`config.mk`:
```
export PLATFORM = sky130hd
export DESIGN_NAME = pse_port_power_state_mode
export DESIGN_NICKNAME = d
export VERILOG_FILES = /design/src/pse_port_pkg.sv /design/src/pse_result_mem.sv /design/src/pse_port_power_state_mode.sv
export VERILOG_INCLUDE_DIRS = /design/src
export SDC_FILE = /design/constraint.sdc
export NUM_CORES = 1
export LEC_CHECK = 0
export BUFFER_PORTS_ARGS = -buffer_cell sky130_fd_sc_hd__buf_2
export CORE_UTILIZATION = 35
export CTS_CLUSTER_SIZE = 16
export DETAILED_ROUTE_END_ITERATION = 8
export GPL_TIMING_DRIVEN = 0
export HOLD_SLACK_MARGIN = 0.1
export PLACE_DENSITY = 0.62
export SYNTH_ARGS = -nofsm -noshare
export SYNTH_HDL_FRONTEND = slang
export SYNTH_HIERARCHICAL = 1
export SYNTH_SLANG_ARGS = --single-unit
```
`constraint.sdc`:
```
create_clock -name mclk_in -period 2.95 [get_ports mclk_in]
set_input_delay 0.1475 -clock mclk_in [delete_from_list [all_inputs] [get_ports mclk_in]]
set_output_delay 0.1475 -clock mclk_in [all_outputs]
set_load 0.01 [all_outputs]
```
`src/pse_port_map.svh`:
```
/*
 register offsets, field positions, reset values, codes and timing counts
 for the four-port power state and operating mode block.
 assumes inclusion by bare name from the power state module, the device model, the checker and the testbench.
*/
`ifndef PSE_PORT_MAP_SVH
`define PSE_PORT_MAP_SVH
`define PWR_STATE_ADDR 8'h10
`define OP_SELECT_ADDR 8'h12
`define DET_CLS_EN_ADDR 8'h14
`define PWR_STATE_RESET 8'h00
`define OP_SELECT_RESET 8'h00
`define DET_CLS_EN_RESET 8'h00
`define OK_FIELD_LSB 4
`define ON_FIELD_LSB 0
`define CLS_EN_LSB 4
`define DET_EN_LSB 0
`define DET_VALID 4'h4
`define DET_CAP 4'h2
`define DET_XPSE 4'h7
`define CLS_LIMITED4 4'hC
`define CLS_LEGACY5 4'hD
`define CLS_MISMATCH 4'hF
`define CLS_UNKNOWN 4'h0
`define INRUSH_WINDOW_US 60
`define CLK_MHZ 100
`define INRUSH_CYCLES (`INRUSH_WINDOW_US * `CLK_MHZ)
`endif

```
`src/pse_port_pkg.sv`:
```
/*
 types shared by the power state block.
 assumes the map header for numeric constants.
*/
package pse_port_pkg;
   typedef enum logic [1:0] {
      MODE_SHUTDOWN,
      MODE_MANUAL,
      MODE_HOST,
      MODE_AUTO
   } op_mode_t;
   typedef struct packed {
      logic [3:0] det_result;
      logic det_valid;
      logic cap_over;
      logic cross_pse;
   } det_in_t;
   typedef struct packed {
      logic [3:0] cls_result;
      logic cls_valid;
   } cls_in_t;
endpackage : pse_port_pkg

```
`src/pse_result_mem.sv`:
```
/*
 four-entry store of per-port class and detection results.
 assumes one writer per cycle; read data registered.
*/
`timescale 1ns/1ps
`default_nettype none
module pse_result_mem #(
   parameter int DEPTH = 4,
   parameter int WIDTH = 8
) (
   input wire logic mclk_in, // clock
   input wire logic sys_rst_in, // sync reset
   input wire logic clk_en_in, // clock enable
   input wire logic wr_en_in, // write strobe
   input wire logic [$clog2(DEPTH)-1:0] wr_addr_in, // write index
   input wire logic [WIDTH-1:0] wr_data_in, // write data
   input wire logic [$clog2(DEPTH)-1:0] rd_addr_in, // read index
   output logic [WIDTH-1:0] rd_data_out // registered read data
);
   logic [WIDTH-1:0] mem_q [DEPTH];
   logic [WIDTH-1:0] rd_d;
   // read mux
   always_comb begin
      rd_d = mem_q[rd_addr_in];
   end
   // storage and read register
   always_ff @(posedge mclk_in) begin
      if (sys_rst_in) begin
         for (int i = 0; i < DEPTH; i++) begin
            mem_q[i] <= '0;
         end
         rd_data_out <= '0;
      end else if (clk_en_in) begin
         if (wr_en_in) begin
            mem_q[wr_addr_in] <= wr_data_in;
         end
         rd_data_out <= rd_d;
      end
   end
endmodule : pse_result_mem
`default_nettype wire

```
`src/pse_port_power_state_mode.sv`:
```
/*
 per-port power state and operating mode control for a four-port group:
 switch-on/powered-ok tracking, inrush timing, mode decode, class report filter.
 assumes a register access port (address, write, read data) decoded by the
 serial interface outside, and analogue measurement results as synchronous inputs.
*/
`timescale 1ns/1ps
`default_nettype none
`include "pse_port_map.svh"
module pse_port_power_state_mode
   import pse_port_pkg::*;
#(
   parameter int PORTS = 4,
   parameter int INRUSH_CYC = `INRUSH_CYCLES
) (
   input wire logic mclk_in, // 100 MHz clock
   input wire logic sys_rst_in, // sync reset, high
   input wire logic clk_en_in, // freezes all state when low
   input wire logic [7:0] reg_addr_in, // register address
   input wire logic reg_wr_in, // register write strobe
   input wire logic [7:0] reg_wdata_in, // register write data
   output logic [7:0] reg_rdata_out, // registered read data
   input wire logic group_reset_in, // group reset command
   input wire logic legacy5_sel_in, // legacy class 5 allocation selected
   input wire logic [PORTS-1:0] power_on_request_in, // power-on request pulses
   input wire logic [PORTS-1:0] power_off_request_in, // switch-off requests
   input wire logic [PORTS-1:0] drain_low_in, // drain within 2 V of ground
   input wire logic [PORTS-1:0] fault_in, // overcurrent/power-cut/disconnect
   input wire det_in_t [PORTS-1:0] det_in, // detection measurements
   input wire cls_in_t [PORTS-1:0] cls_in, // classification measurements
   output logic [PORTS-1:0] gate_drive_out, // switch gate drive
   output logic [PORTS-1:0] detect_run_out, // run detection on port
   output logic [PORTS-1:0] class_run_out, // run classification on port
   output logic [PORTS-1:0] class_reset_out, // class reset pulse
   output logic [PORTS-1:0] monitor_en_out, // fault monitoring enabled
   output logic [PORTS-1:0] switch_on_chg_out, // switch-on change pulse
   output logic [PORTS-1:0] powered_ok_chg_out, // powered-ok change pulse
   output logic [PORTS-1:0] class_complete_flag_out // fresh class result pulse
);
   typedef enum logic [2:0] {
      ST_IDLE, ST_DETECT, ST_CLASS, ST_INRUSH, ST_POWERED
   } port_st_t;
   localparam int CW = $clog2(INRUSH_CYC + 1);

   port_st_t st_q [PORTS];
   port_st_t st_d [PORTS];
   logic [CW-1:0] cnt_q [PORTS];
   logic [CW-1:0] cnt_d [PORTS];
   logic [PORTS-1:0] on_q, on_d, ok_q, ok_d, pend_q, pend_d, pon_q, pon_d;
   logic [7:0] mode_q, mode_d, en_q, en_d;
   logic [PORTS-1:0] crst_d, crst_q, cdone_d, cdone_q, son_chg_d, pok_chg_d, son_chg_q, pok_chg_q;
   logic [1:0] svc_q, svc_d;
   logic mem_we;
   logic [1:0] mem_wa;
   logic [7:0] mem_wd;
   logic [7:0] mem_rd;
   logic [7:0] rdata_d;

   // port mode field of one port
   function automatic op_mode_t mode_of(input logic [7:0] m, input int p);
      mode_of = op_mode_t'(m[2*p +: 2]);
   endfunction

   // filter a raw class code against context
   function automatic logic [3:0] cls_filter(input logic [3:0] c, input logic pon, input logic l5);
      cls_filter = c;
      if (c == `CLS_LIMITED4 && !pon) begin
         cls_filter = 4'h4;
      end
      if (c == `CLS_LEGACY5 && !l5) begin
         cls_filter = `CLS_UNKNOWN;
      end
   endfunction

   // detection code from measurements
   function automatic logic [3:0] det_code(input det_in_t d);
      det_code = d.det_result;
      if (d.cap_over) begin
         det_code = `DET_CAP;
      end
      if (d.cross_pse) begin
         det_code = `DET_XPSE;
      end
   endfunction

   // mode and enable register next values
   always_comb begin
      mode_d = mode_q;
      en_d = en_q;
      if (reg_wr_in && reg_addr_in == `OP_SELECT_ADDR) begin
         mode_d = reg_wdata_in;
      end
      if (reg_wr_in && reg_addr_in == `DET_CLS_EN_ADDR) begin
         en_d = reg_wdata_in;
      end
      if (group_reset_in) begin
         mode_d = `OP_SELECT_RESET;
      end
      for (int p = 0; p < PORTS; p++) begin
         if (mode_of(mode_d, p) == MODE_SHUTDOWN) begin
            en_d[`CLS_EN_LSB + p] = 1'b0;
            en_d[`DET_EN_LSB + p] = 1'b0;
         end
      end
   end

   // per-port sequencer next state; one port serviced at a time for detection and classification
   always_comb begin
      svc_d = svc_q;
      mem_we = 1'b0;
      mem_wa = '0;
      mem_wd = '0;
      on_d = on_q;
      ok_d = ok_q;
      pend_d = pend_q;
      pon_d = pon_q;
      crst_d = '0;
      cdone_d = '0;
      for (int p = 0; p < PORTS; p++) begin
         st_d[p] = st_q[p];
         cnt_d[p] = cnt_q[p];
         if (power_on_request_in[p]) begin
            pend_d[p] = 1'b1;
         end
         if (mode_of(mode_q, p) == MODE_AUTO && en_q[`CLS_EN_LSB + p] && en_q[`DET_EN_LSB + p]) begin
            pend_d[p] = 1'b1;
         end
         case (st_q[p])
            ST_IDLE: begin
               if (mode_of(mode_q, p) != MODE_SHUTDOWN && (pend_q[p] ||
                   (mode_of(mode_q, p) == MODE_HOST && en_q[`DET_EN_LSB + p]))) begin
                  st_d[p] = ST_DETECT;
                  pon_d[p] = pend_q[p];
                  pend_d[p] = power_on_request_in[p];
               end
            end
            ST_DETECT: begin
               if (pend_q[p]) begin
                  pon_d[p] = 1'b1;
                  pend_d[p] = power_on_request_in[p];
               end
               if (det_in[p].det_valid && svc_q == 2'(p)) begin
                  mem_we = 1'b1;
                  mem_wa = 2'(p);
                  mem_wd = {4'h0, det_code(det_in[p])};
                  if (det_code(det_in[p]) == `DET_VALID &&
                      (pon_q[p] || en_q[`CLS_EN_LSB + p])) begin
                     st_d[p] = ST_CLASS;
                  end else if (!pon_q[p] && !en_q[`DET_EN_LSB + p]) begin
                     st_d[p] = ST_IDLE;
                  end
               end
            end
            ST_CLASS: begin
               if (cls_in[p].cls_valid && svc_q == 2'(p)) begin
                  if (cls_in[p].cls_result == `CLS_MISMATCH) begin
                     crst_d[p] = 1'b1;
                  end else begin
                     mem_we = 1'b1;
                     mem_wa = 2'(p);
                     mem_wd = {cls_filter(cls_in[p].cls_result, pon_q[p], legacy5_sel_in), `DET_VALID};
                     cdone_d[p] = 1'b1;
                     if (pon_q[p]) begin
                        st_d[p] = ST_INRUSH;
                        on_d[p] = 1'b1;
                        cnt_d[p] = CW'(INRUSH_CYC);
                     end else begin
                        st_d[p] = ST_DETECT;
                     end
                  end
               end
            end
            ST_INRUSH: begin
               if (cnt_q[p] != '0) begin
                  cnt_d[p] = cnt_q[p] - CW'(1);
               end else if (drain_low_in[p]) begin
                  st_d[p] = ST_POWERED;
                  ok_d[p] = 1'b1;
               end else begin
                  st_d[p] = ST_IDLE;
                  on_d[p] = 1'b0;
               end
            end
            ST_POWERED: begin
               if (fault_in[p]) begin
                  st_d[p] = ST_IDLE;
               end
            end
            default: st_d[p] = ST_IDLE;
         endcase
         if (mode_of(mode_d, p) == MODE_SHUTDOWN || power_off_request_in[p] ||
             (st_q[p] == ST_POWERED && fault_in[p])) begin
            st_d[p] = ST_IDLE;
            on_d[p] = 1'b0;
            ok_d[p] = 1'b0;
            pon_d[p] = 1'b0;
            if (mode_of(mode_d, p) == MODE_SHUTDOWN) begin
               pend_d[p] = 1'b0;
            end
         end
      end
      // rotate service slot across ports
      svc_d = svc_q + 2'd1;
      son_chg_d = on_d ^ on_q;
      pok_chg_d = ok_d ^ ok_q;
   end

   // state registers
   always_ff @(posedge mclk_in) begin
      if (sys_rst_in) begin
         for (int p = 0; p < PORTS; p++) begin
            st_q[p] <= ST_IDLE;
            cnt_q[p] <= '0;
         end
         on_q <= '0;
         ok_q <= '0;
         pend_q <= '0;
         pon_q <= '0;
         mode_q <= `OP_SELECT_RESET;
         en_q <= `DET_CLS_EN_RESET;
         svc_q <= '0;
         crst_q <= '0;
         cdone_q <= '0;
         son_chg_q <= '0;
         pok_chg_q <= '0;
         reg_rdata_out <= '0;
      end else if (clk_en_in) begin
         for (int p = 0; p < PORTS; p++) begin
            st_q[p] <= st_d[p];
            cnt_q[p] <= cnt_d[p];
         end
         on_q <= on_d;
         ok_q <= ok_d;
         pend_q <= pend_d;
         pon_q <= pon_d;
         mode_q <= mode_d;
         en_q <= en_d;
         svc_q <= svc_d;
         crst_q <= crst_d;
         cdone_q <= cdone_d;
         son_chg_q <= son_chg_d;
         pok_chg_q <= pok_chg_d;
         reg_rdata_out <= rdata_d;
      end
   end

   // read mux
   always_comb begin
      case (reg_addr_in)
         `PWR_STATE_ADDR: rdata_d = {ok_q, on_q};
         `OP_SELECT_ADDR: rdata_d = mode_q;
         `DET_CLS_EN_ADDR: rdata_d = en_q;
         8'h0C, 8'h0D, 8'h0E, 8'h0F: rdata_d = mem_rd;
         default: rdata_d = 8'h00;
      endcase
   end

   pse_result_mem #(.DEPTH(4), .WIDTH(8)) u_results (
      .mclk_in(mclk_in),
      .sys_rst_in(sys_rst_in),
      .clk_en_in(clk_en_in),
      .wr_en_in(mem_we),
      .wr_addr_in(mem_wa),
      .wr_data_in(mem_wd),
      .rd_addr_in(reg_addr_in[1:0]),
      .rd_data_out(mem_rd)
   );

   // outputs
   always_comb begin
      for (int p = 0; p < PORTS; p++) begin
         detect_run_out[p] = (st_q[p] == ST_DETECT);
         class_run_out[p] = (st_q[p] == ST_CLASS);
         monitor_en_out[p] = (st_q[p] == ST_POWERED);
      end
   end
   assign gate_drive_out = on_q;
   assign class_reset_out = crst_q;
   assign class_complete_flag_out = cdone_q;
   assign switch_on_chg_out = son_chg_q;
   assign powered_ok_chg_out = pok_chg_q;
endmodule : pse_port_power_state_mode
`default_nettype wire

```
* Yosys cells after proc, flatten, opt, wreduce, memory -nomap -nowiden
Memories as Yosys holds them, arrays and structs flattened. A register that Yosys moved wholly into a read port is not among the register bits.
Cells that the tools add are included.
** Operators by class
- Reductions and logical operators :: 106
- Eq/ne operators :: 58
- Mux-type cells :: 278
- $add $sub $neg :: 5
- Bitwise gates (word level) :: 10
** Operators by type and width (count)
- $mux W13 :: 20
- $mux W3 :: 44
- $mux W1 :: 131
- $mux W8 :: 15
- $pmux W13 S2 :: 4
- $mux W4 :: 25
- $pmux W8 S2 :: 4
- $pmux W3 S5 :: 4
- $reduce_bool A13 Y1 :: 4
- $sub A13 B1 Y13 const B :: 4
- $eq A4 B4 Y1 const B :: 12
- $logic_and A1 B1 Y1 :: 46
- $pmux W1 S2 :: 17
- $eq A8 B4 Y1 const B :: 4
- $pmux W8 S4 :: 1
- $eq A3 B2 Y1 const B :: 8
- $eq A8 B5 Y1 const B :: 3
- $mux W2 :: 11
- $eq A2 B2 Y1 const B :: 10
- $eq A4 B3 Y1 const B :: 4
- $logic_or A1 B1 Y1 :: 16
- $reduce_and A4 Y1 :: 4
- $reduce_bool A2 Y1 :: 8
- $eq A3 B1 Y1 const B :: 4
- 15 further kinds :: 54
** Storage, ports and cells
- Memories kept :: 3
- Input port bits :: 86
- Register bits after elaboration :: 58
- Memory bits (writable) :: 96
- Word-level logic and storage cells :: 478
- Output and inout bits :: 40
** Memory list
- cnt_q :: words 4, width 13, read ports 4, clocked after memory_dff 0, write ports 4, RTL line pse_port_power_state_mode.sv:47 : logic [CW-1:0] cnt_q [PORTS];
- u_results.mem_q :: words 4, width 8, read ports 1, clocked after memory_dff 1, write ports 4, RTL line pse_result_mem.sv:20 : logic [WIDTH-1:0] mem_q [DEPTH];
- st_q :: words 4, width 3, read ports 4, clocked after memory_dff 0, write ports 4, RTL line pse_port_power_state_mode.sv:45 : port_st_t st_q [PORTS];

* Depth between registers and ports, before layout
Gate-level depths: netlist of run 1.
- Depth in word-level cells :: 19
- Depth in mapped cells :: 11
- Gate-level depth less buffers :: 10

* Hierarchy
The synthesis of run 1 kept the hierarchy.
** By module, submodules not included
- pse_port_power_state_mode :: area an instance 7439.6 µm², times used 1, sequential area each 3083.0 µm², cells each 837
- pse_result_mem :: area an instance 1739.2 µm², times used 1, sequential area each 1121.1 µm², cells each 132

* Worst setup path after synthesis of run 1
Ideal clock, no wire load.
- Path kind :: flip-flop to flip-flop
- Start :: mem st_q[3][2] (netlist name)
- End :: mem u_results.mem_q[1][0] (enable)
- Stages on the path, launching flop included :: 10
- Path buffers :: 2
- Library setup time :: 375 ps
- Required time :: 2575 ps
- Slack :: -16 ps
- Period minus slack after synthesis :: 2966 ps
- Arrival :: 2591 ps
- Cells stage by stage :: edfxtp_1 > nor3b_1 > nand3_1 > nor2b_1 > and2_1 > nand4_1 > nand4bb_1 > buf_2 > buf_2 > o21bai_1
** RTL lines (RTL line)
- from (decl) :: pse_port_power_state_mode.sv:45
- to (decl) :: pse_result_mem.sv:20

==> impl_metrics.csv, run 1 <==
group,metric,value,unit
status,status,"completed",
grt,grt_max_degree,17,
grt,track_usage,0.230,
critical_path,r2r_cells,11,
job,drv_cap,0,
floorplanning,die_area,26900,sq um
clocking,insertion_delay,440,ps
grt,use_met2,0.355,
synthesis,synth_edf_count,96,
grt,grt_pass1_vias,8144,
timing,fin_crit_sh,0.964,
synthesis,syn_nets,1065,
critical_path,critPathKind,"flop to flop",
critical_path,endpoint_kind,"flop",
grt,grt_overflow,0,
routing,wire_per_inst,20.6,um
routing,first_pass_iters,6,
floorplanning,ioPinCount,126,
grt,use_met3,0.0348,
finish,drive_gt1_frac,0.194,
placement,gp_congestion,0.929,
routing,drcViolationCount,0,
routing,vias,8631,
clocking,cts.sinks,162,
critical_path,crit_family,"simple AND/OR/NAND/NOR gates",
routing,routed_wl,30400,um
synthesis,synthDistinctLibCells,88,
clocking,numCtsBuffers,17,
synthesis,yosysSeqAreaShare,0.458,
synthesis,synthFlopType,"edfxtp_1",
finish,seq_area,4200,sq um
synthesis,avgSynthCellArea,9.47,sq um
floorplanning,die_h,164,um
finish,multiInputGateArea,4710,sq um
routing,drt_iter0_markers,880,
synthesis,ys_ff_latch,162,
finish,n_fill_cell,2543,
finish,final_area,11100,sq um
grt,antenna_found_initial,0,
critical_path,critPathBufInv,4,
placement,io_buffers,125,
timing,setup_tns,0,ps
timing,finalClockSkew,12.4,ps
routing,antenna_left,0,
finish,area_growth,21.4,%
critical_path,worst_ep_arrival_time,2990,ps
timing,slew_viol_final,0,
synthesis,synth.area.top_cells,"edfxtp_1 31%, dfxtp_1 14%, nor2_1 4.1%",
timing,slew_headroom,0.199,
timing,worstMarginPinSlew,1190,ps
clocking,cts_buffer_depth,2,
timing,fin_crit,2840,ps
worst_hold_path,hold_depth,3,
synthesis,synthCells,969,
critical_path,crit_required,3100,ps
finish,diodes,0,
synthesis,synth_top_area_frac,0.314,
pwr,power_density,490,nW/um^2
timing,hold_viol,0,
pwr,leakage,0.00425,uW
placement,dpl_cell_area,10200,sq um
pwr,p_total,5460,uW
routing,vias_per_cell,5.84,
grt,busiest_layer,"met2",
critical_path,critPathMaxFanout,10,
critical_path,cp.depth,11,
grt,grt_pass1_wl,46200,um
synthesis,yosysTopAreaCell,"edfxtp_1",
critical_path,cp_cell_sequence,"ha_1 -> and2_1 -> and3_4 -> nor2b_4 -> and2_4 -> inv_1 -> nand4bb_1 -> clkbuf_4 -> buf_6 -> o21bai_4 -> buf_12",
floorplanning,fp-row-count,58,
worst_hold_path,hp-class,"primary input to flop",
timing,setup_viol,0,
synthesis,syn_area,9180,sq um
critical_path,crit_slowest_cell,"dfxtp_1",
timing,rsz0062_at_grt,"no",
clocking,cts_tree,"yes",
grt,met1_usage,0.329,
critical_path,max_stage_delay,350,ps
floorplanning,die_w,164,um
floorplanning,core_area,25500,sq um
pwr,vdd_drop_max,0.000250,V
floorplanning,initial_utilization,0.360,
synthesis,async_flop_share,0,
clocking,clk_pin_slew,60,ps
placement,place_hpwl,23200,um
clocking,root_buffer,"clkbuf_16",
synthesis,synth_warnings,6,
critical_path,startpoint_type,"flop",
clocking,cts.htree.levels,4,
finish,fin_nets,1231,
timing,fmax,352,MHz
## Yosys cell counts (all sizes together), types with 11 or more instances
cell type    n
a21o        21
a21oi       64
a31oi       11
buf         20
clkbuf      20
dfxtp       66
edfxtp      96
inv         39
mux2i       22
nand2       94
nand3       17
nor2       101
nor2b       13
nor3        61
nor3b       16
nor4        16
o21ai       26
o221ai      13
xnor2       25
xor2        14
## cell usage in the layout (no fill, tap or decap), types with 9 or more instances in the layout
cell type        n
dfxtp_1         66
clkbuf_16       17
nor2b_1         11
mux2i_1         22
a21oi_1         64
a21o_1          20
xor2_1          14
nand3_1         15
nor3_1          60
ha_1            10
o221ai_1        11
nor4_1          15
edfxtp_1        96
clkbuf_1        23
o21ai_0         19
nor2_1         101
dlygate4sd3_1   13
nand2_1         92
a22oi_1         10
buf_4           10
nand4_1         10
nor3b_1         10
inv_1           39
buf_2          131
a31oi_1         10
o22ai_1          9
xnor2_1         25
## kinds of logic after synthesis
logic type	count (synthesis)	share of synthesized area
simple gates	403	0.230
compound gates	251	0.196
buf+inv	80	0.0387
flops	162	0.458
mux	24	0.0264
fa+ha+maj	10	0.0136
xor+xnor	39	0.0372
## final cells by class
| type | instances | share of cell area |
|---|---|---|
| Buffer | 40 | 0.0193 |
| Clock buffer | 22 | 0.0408 |
| Clock inverter | 10 | 0.0143 |
| Inverter | 40 | 0.0135 |
| Multi-Input combinational cell | 727 | 0.423 |
| Sequential cell | 162 | 0.377 |
| Tap cell | 330 | 0.0371 |
| Timing Repair Buffer | 147 | 0.0750 |
## metal layers
layer  up-vias  share of wire
met5         -              0
met4         0          0.021
met1      4162           0.45
met2       405           0.44
met3        38          0.082
li1       4026              -
## power breakdown
group | total, uW | internal [uW] | switching (uW)
combinational | 580 | 218 | 362
clock | 2350 | 1440 | 910
sequential | 2530 | 2470 | 56.4
## worst reg2reg max path: stages, from the launching register on
cell and delay (ps):
dfxtp_1 350, ha_1 320, and2_1 240, and3_4 220, nor2b_4 190, and2_4 210, inv_1 100, nand4bb_1 200
clkbuf_4 220, buf_6 180, o21bai_4 180, buf_12 150
## per-stage QoR
step	hold slack [ps]	cells	util	worst slack, ps
global placement	437	1424	0.401	-932
floorplan	296	969	-	62.7
detailed placement	439	1424	0.401	-870
global route	111	1478	0.437	1.86
finish	106	1478	0.437	105
CTS	100	1474	0.435	1.70
## sequential cells by signal, summed over array words and instances (netlist names), 8 cells and up
name,cells
cnt_q,52
en_q,8
mode_q,8
reg_rdata_out,8
st_q,12
u_results/mem_q,32
u_results/rd_data_out,8
## what timing repair did
item | CTS | global route
pin swaps | 2 | 1
hold buffers | 13 | 0
endpoints found under the hold margin | 21 | 0
resized for setup | 15 | 12
setup buffers | 5 | 4
setup endpoints to repair | 52 | 46
## worst paths after layout
check | startpoint | to | slack [ps]
hold / removal | drain_low_in[3] | st_q[3][2]$_SDFFCE_PN0P_ | 110
setup reg to reg | svc_q[0]$_SDFFE_PP0P_ | u_results/mem_q[0][4]$_SDFFCE_PN0P_ | 110
hold reg to reg | reg_rdata_out[2]$_SDFFE_PP0P_ | reg_rdata_out[2]$_SDFFE_PP0P_ | 450
setup / recovery | svc_q[0]$_SDFFE_PP0P_ | u_results/mem_q[0][4]$_SDFFCE_PN0P_ | 110
Note: power is estimated with default switching activity, not from simulation.
==> run 2, diff against run 1 <==
- PLACE_DENSITY: 0.62 -> 0.6
- clock period: 2.95 -> 3.6 ns (I/O delays scaled with it)
==> impl_metrics.csv, run 2 (synthesis gave the netlist of run 1 again) <==
group,metric,value,unit
clocking,numCtsBuffers,17,
job,drv_cap,0,
critical_path,critPathBufInv,3,
critical_path,r2r_start,"st_q[3][1]$_SDFFCE_PN0P_",
clocking,cts.sinks,162,
pwr,pwr-share-clk,0.427,
timing,worstMarginPinSlew,1290,ps
critical_path,startpoint_type,"flop",
routing,vias_per_cell,5.79,
floorplanning,die_w,164,um
timing,fmax,301,MHz
floorplanning,fp-row-count,58,
pwr,switching_power,1220,uW
routing,vias,8480,
routing,antenna_left,0,
timing,rsz0062_at_grt,"no",
grt,grt_max_degree,19,
worst_hold_path,hold_depth,3,
timing,finalClockSkew,16.4,ps
clocking,clk_pin_slew,70,ps
finish,final_area,10900,sq um
timing,fin_crit_sh,0.924,
finish,layout_commonest_cell,"buf_2",
timing,worst_slack,273,ps
floorplanning,initial_utilization,0.360,
finish,largest-register,"cnt_q",
routing,routed_wl,30200,um
timing,setup_tns,0,ps
grt,grt_pass1_vias,7832,
finish,n_fill_cell,2478,
critical_path,max_stage_delay,480,ps
clocking,postCtsSetupRepairBufs,0,
floorplanning,core_area,25500,sq um
finish,fin_nets,1218,
pwr,combPwrFrac,0.103,
worst_hold_path,min-delay-start,"power_on_request_in[2]",
floorplanning,die_h,164,um
timing,hold_viol,0,
grt,grt_pass1_wl,45500,um
placement,gp_congestion,0.943,
floorplanning,ioPinCount,126,
critical_path,critPathMaxFanout,10,
timing,fin_hold_ws,103,ps
finish,area_growth,19.3,%
clocking,insertion_delay,440,ps
critical_path,crit_slowest_cell,"edfxtp_1",
critical_path,crit_required,3760,ps
critical_path,worst_ep_arrival_time,3480,ps
pwr,intPower,3190,uW
finish,mostFrequentLayoutCells,"133 x buf_2, 101 x nor2_1, 96 x edfxtp_1",
clocking,cts_tree,"yes",
placement,post-place-ws,-326,ps
critical_path,cp.depth,11,
critical_path,critPathKind,"flop to flop",
grt,grt_overflow,0,
pwr,power_density,402,nW/um^2
timing,setup_viol,0,
critical_path,endpoint_kind,"flop",
routing,drt_iter0_markers,932,
finish,diodes,0,
finish,reg_top3,"cnt_q: 52 flops, u_results/mem_q: 32 flops, st_q: 12 flops",
placement,io_buffers,125,
pwr,sw_frac_of_total,0.277,
timing,slew_viol_final,0,
worst_hold_path,hp-class,"primary input to flop",
critical_path,crit_top_cell,"buf_2",
finish,drive_gt1_frac,0.182,
placement,place_hpwl,22900,um
status,status,"completed",
routing,first_pass_iters,6,
pwr,leakage,0.00416,uW
timing,fin_crit,3330,ps
routing,drcViolationCount,0,
floorplanning,die_area,26900,sq um
finish,largest_reg_flops,52,
critical_path,crit_family,"simple AND/OR/NAND/NOR gates",
placement,dpl_cell_area,10200,sq um
routing,wire_per_inst,20.6,um
pwr,vdd_drop_max,0.000278,V
clocking,cts.htree.levels,4,
clocking,cts_buffer_depth,2,
pwr,seq_power_share,0.470,
critical_path,r2r_cells,11,
clocking,root_buffer,"clkbuf_16",
critical_path,startpoint,"st_q[3][1]$_SDFFCE_PN0P_",
timing,slew_headroom,0.136,
critical_path,cp_cell_sequence,"nor2b_1 -> nand2_1 -> inv_1 -> and3_1 -> nor2b_2 -> and2_1 -> nand4_1 -> nand4bb_1 -> buf_2 -> buf_2 -> o21bai_4",
grt,track_usage,0.228,
grt,antenna_found_initial,0,
-- run 2: cell count changes in the layout (fill, tap and decap cells not counted), sizes merged --
cell,previous run,this run
clkinv,3,5
dlygate4sd3,13,9
inv,41,48
buf,153,145
clkinvlp,2,1
bufinv,4,1
clkbuf,43,37
-- run 2: repair_timing --
| action | CTS | global route |
|---|---|---|
| gates resized for setup | 3 | 3 |
| endpoints found under the setup margin | 16 | 16 |
| endpoints found under the hold margin | 17 | 0 |
| pin swaps | 0 | 0 |
| hold buffers | 9 | 0 |
-- run 2: final timing paths --
path / to / slack [ps]
worst min register to register: reg_rdata_out[2]$_SDFFE_PP0P_ / 460
worst max register to register: u_results/mem_q[0][1]$_SDFFCE_PN0P_ / 270
worst min-delay path: pend_q[2]$_SDFFE_PP0P_ / 100
worst max-delay path: u_results/mem_q[0][1]$_SDFFCE_PN0P_ / 270
-- run 2: worst register-to-register path: stages, from the launching register on --
cell and delay [ps]:
edfxtp_1 480, nor2b_1 200, nand2_1 180, inv_1 180
and3_1 300, nor2b_2 260, and2_1 280, nand4_1 270
nand4bb_1 190, buf_2 220, buf_2 320, o21bai_4 160
-- run 2: final cells by class --
type / instances / area (sq um) / share of cell area
clock buffer: 17 / 425 / 0.0389
clock inverter: 15 / 186 / 0.0170
sequential: 162 / 4200 / 0.384
tap: 330 / 413 / 0.0377
inverter: 40 / 150 / 0.0137
buffer: 40 / 205 / 0.0187
multi-input combinational: 727 / 4650 / 0.425
timing repair buffer: 134 / 716 / 0.0654
-- run 2: per-stage QoR --
step | util | std cells | power, uW
6_report | 0.430 | 1465 | 4410
5_1_grt | 0.430 | 1465 | 4560
4_1_cts | 0.429 | 1465 | 4430
3_5_place_dp | 0.401 | 1424 | 2550
3_3_place_gp | 0.401 | 1424 | 2540
2_1_floorplan | - | 969 | 2350
-- run 2: per-layer routing --
layer / vias to the layer above / share of wire / track usage / wire length (um)
met5: - / 0 / 0 / 0
met2: 403 / 0.44 / 0.347 / 13400
met1: 4039 / 0.45 / 0.320 / 13500
met3: 38 / 0.090 / 0.0543 / 2700
li1: 4000 / - / - / -
met4: 0 / 0.019 / 0.0644 / 564
-- run 2: power groups by stage --
stage / Clock (uW) / Sequential [uW] / Combinational [uW]
global route: 1990 / 2080 / 495
floorplan: 0 / 2100 / 253
finish: 1880 / 2070 / 456
CTS: 1910 / 2070 / 448
global placement: 0 / 2110 / 433
detailed placement: 0 / 2110 / 437
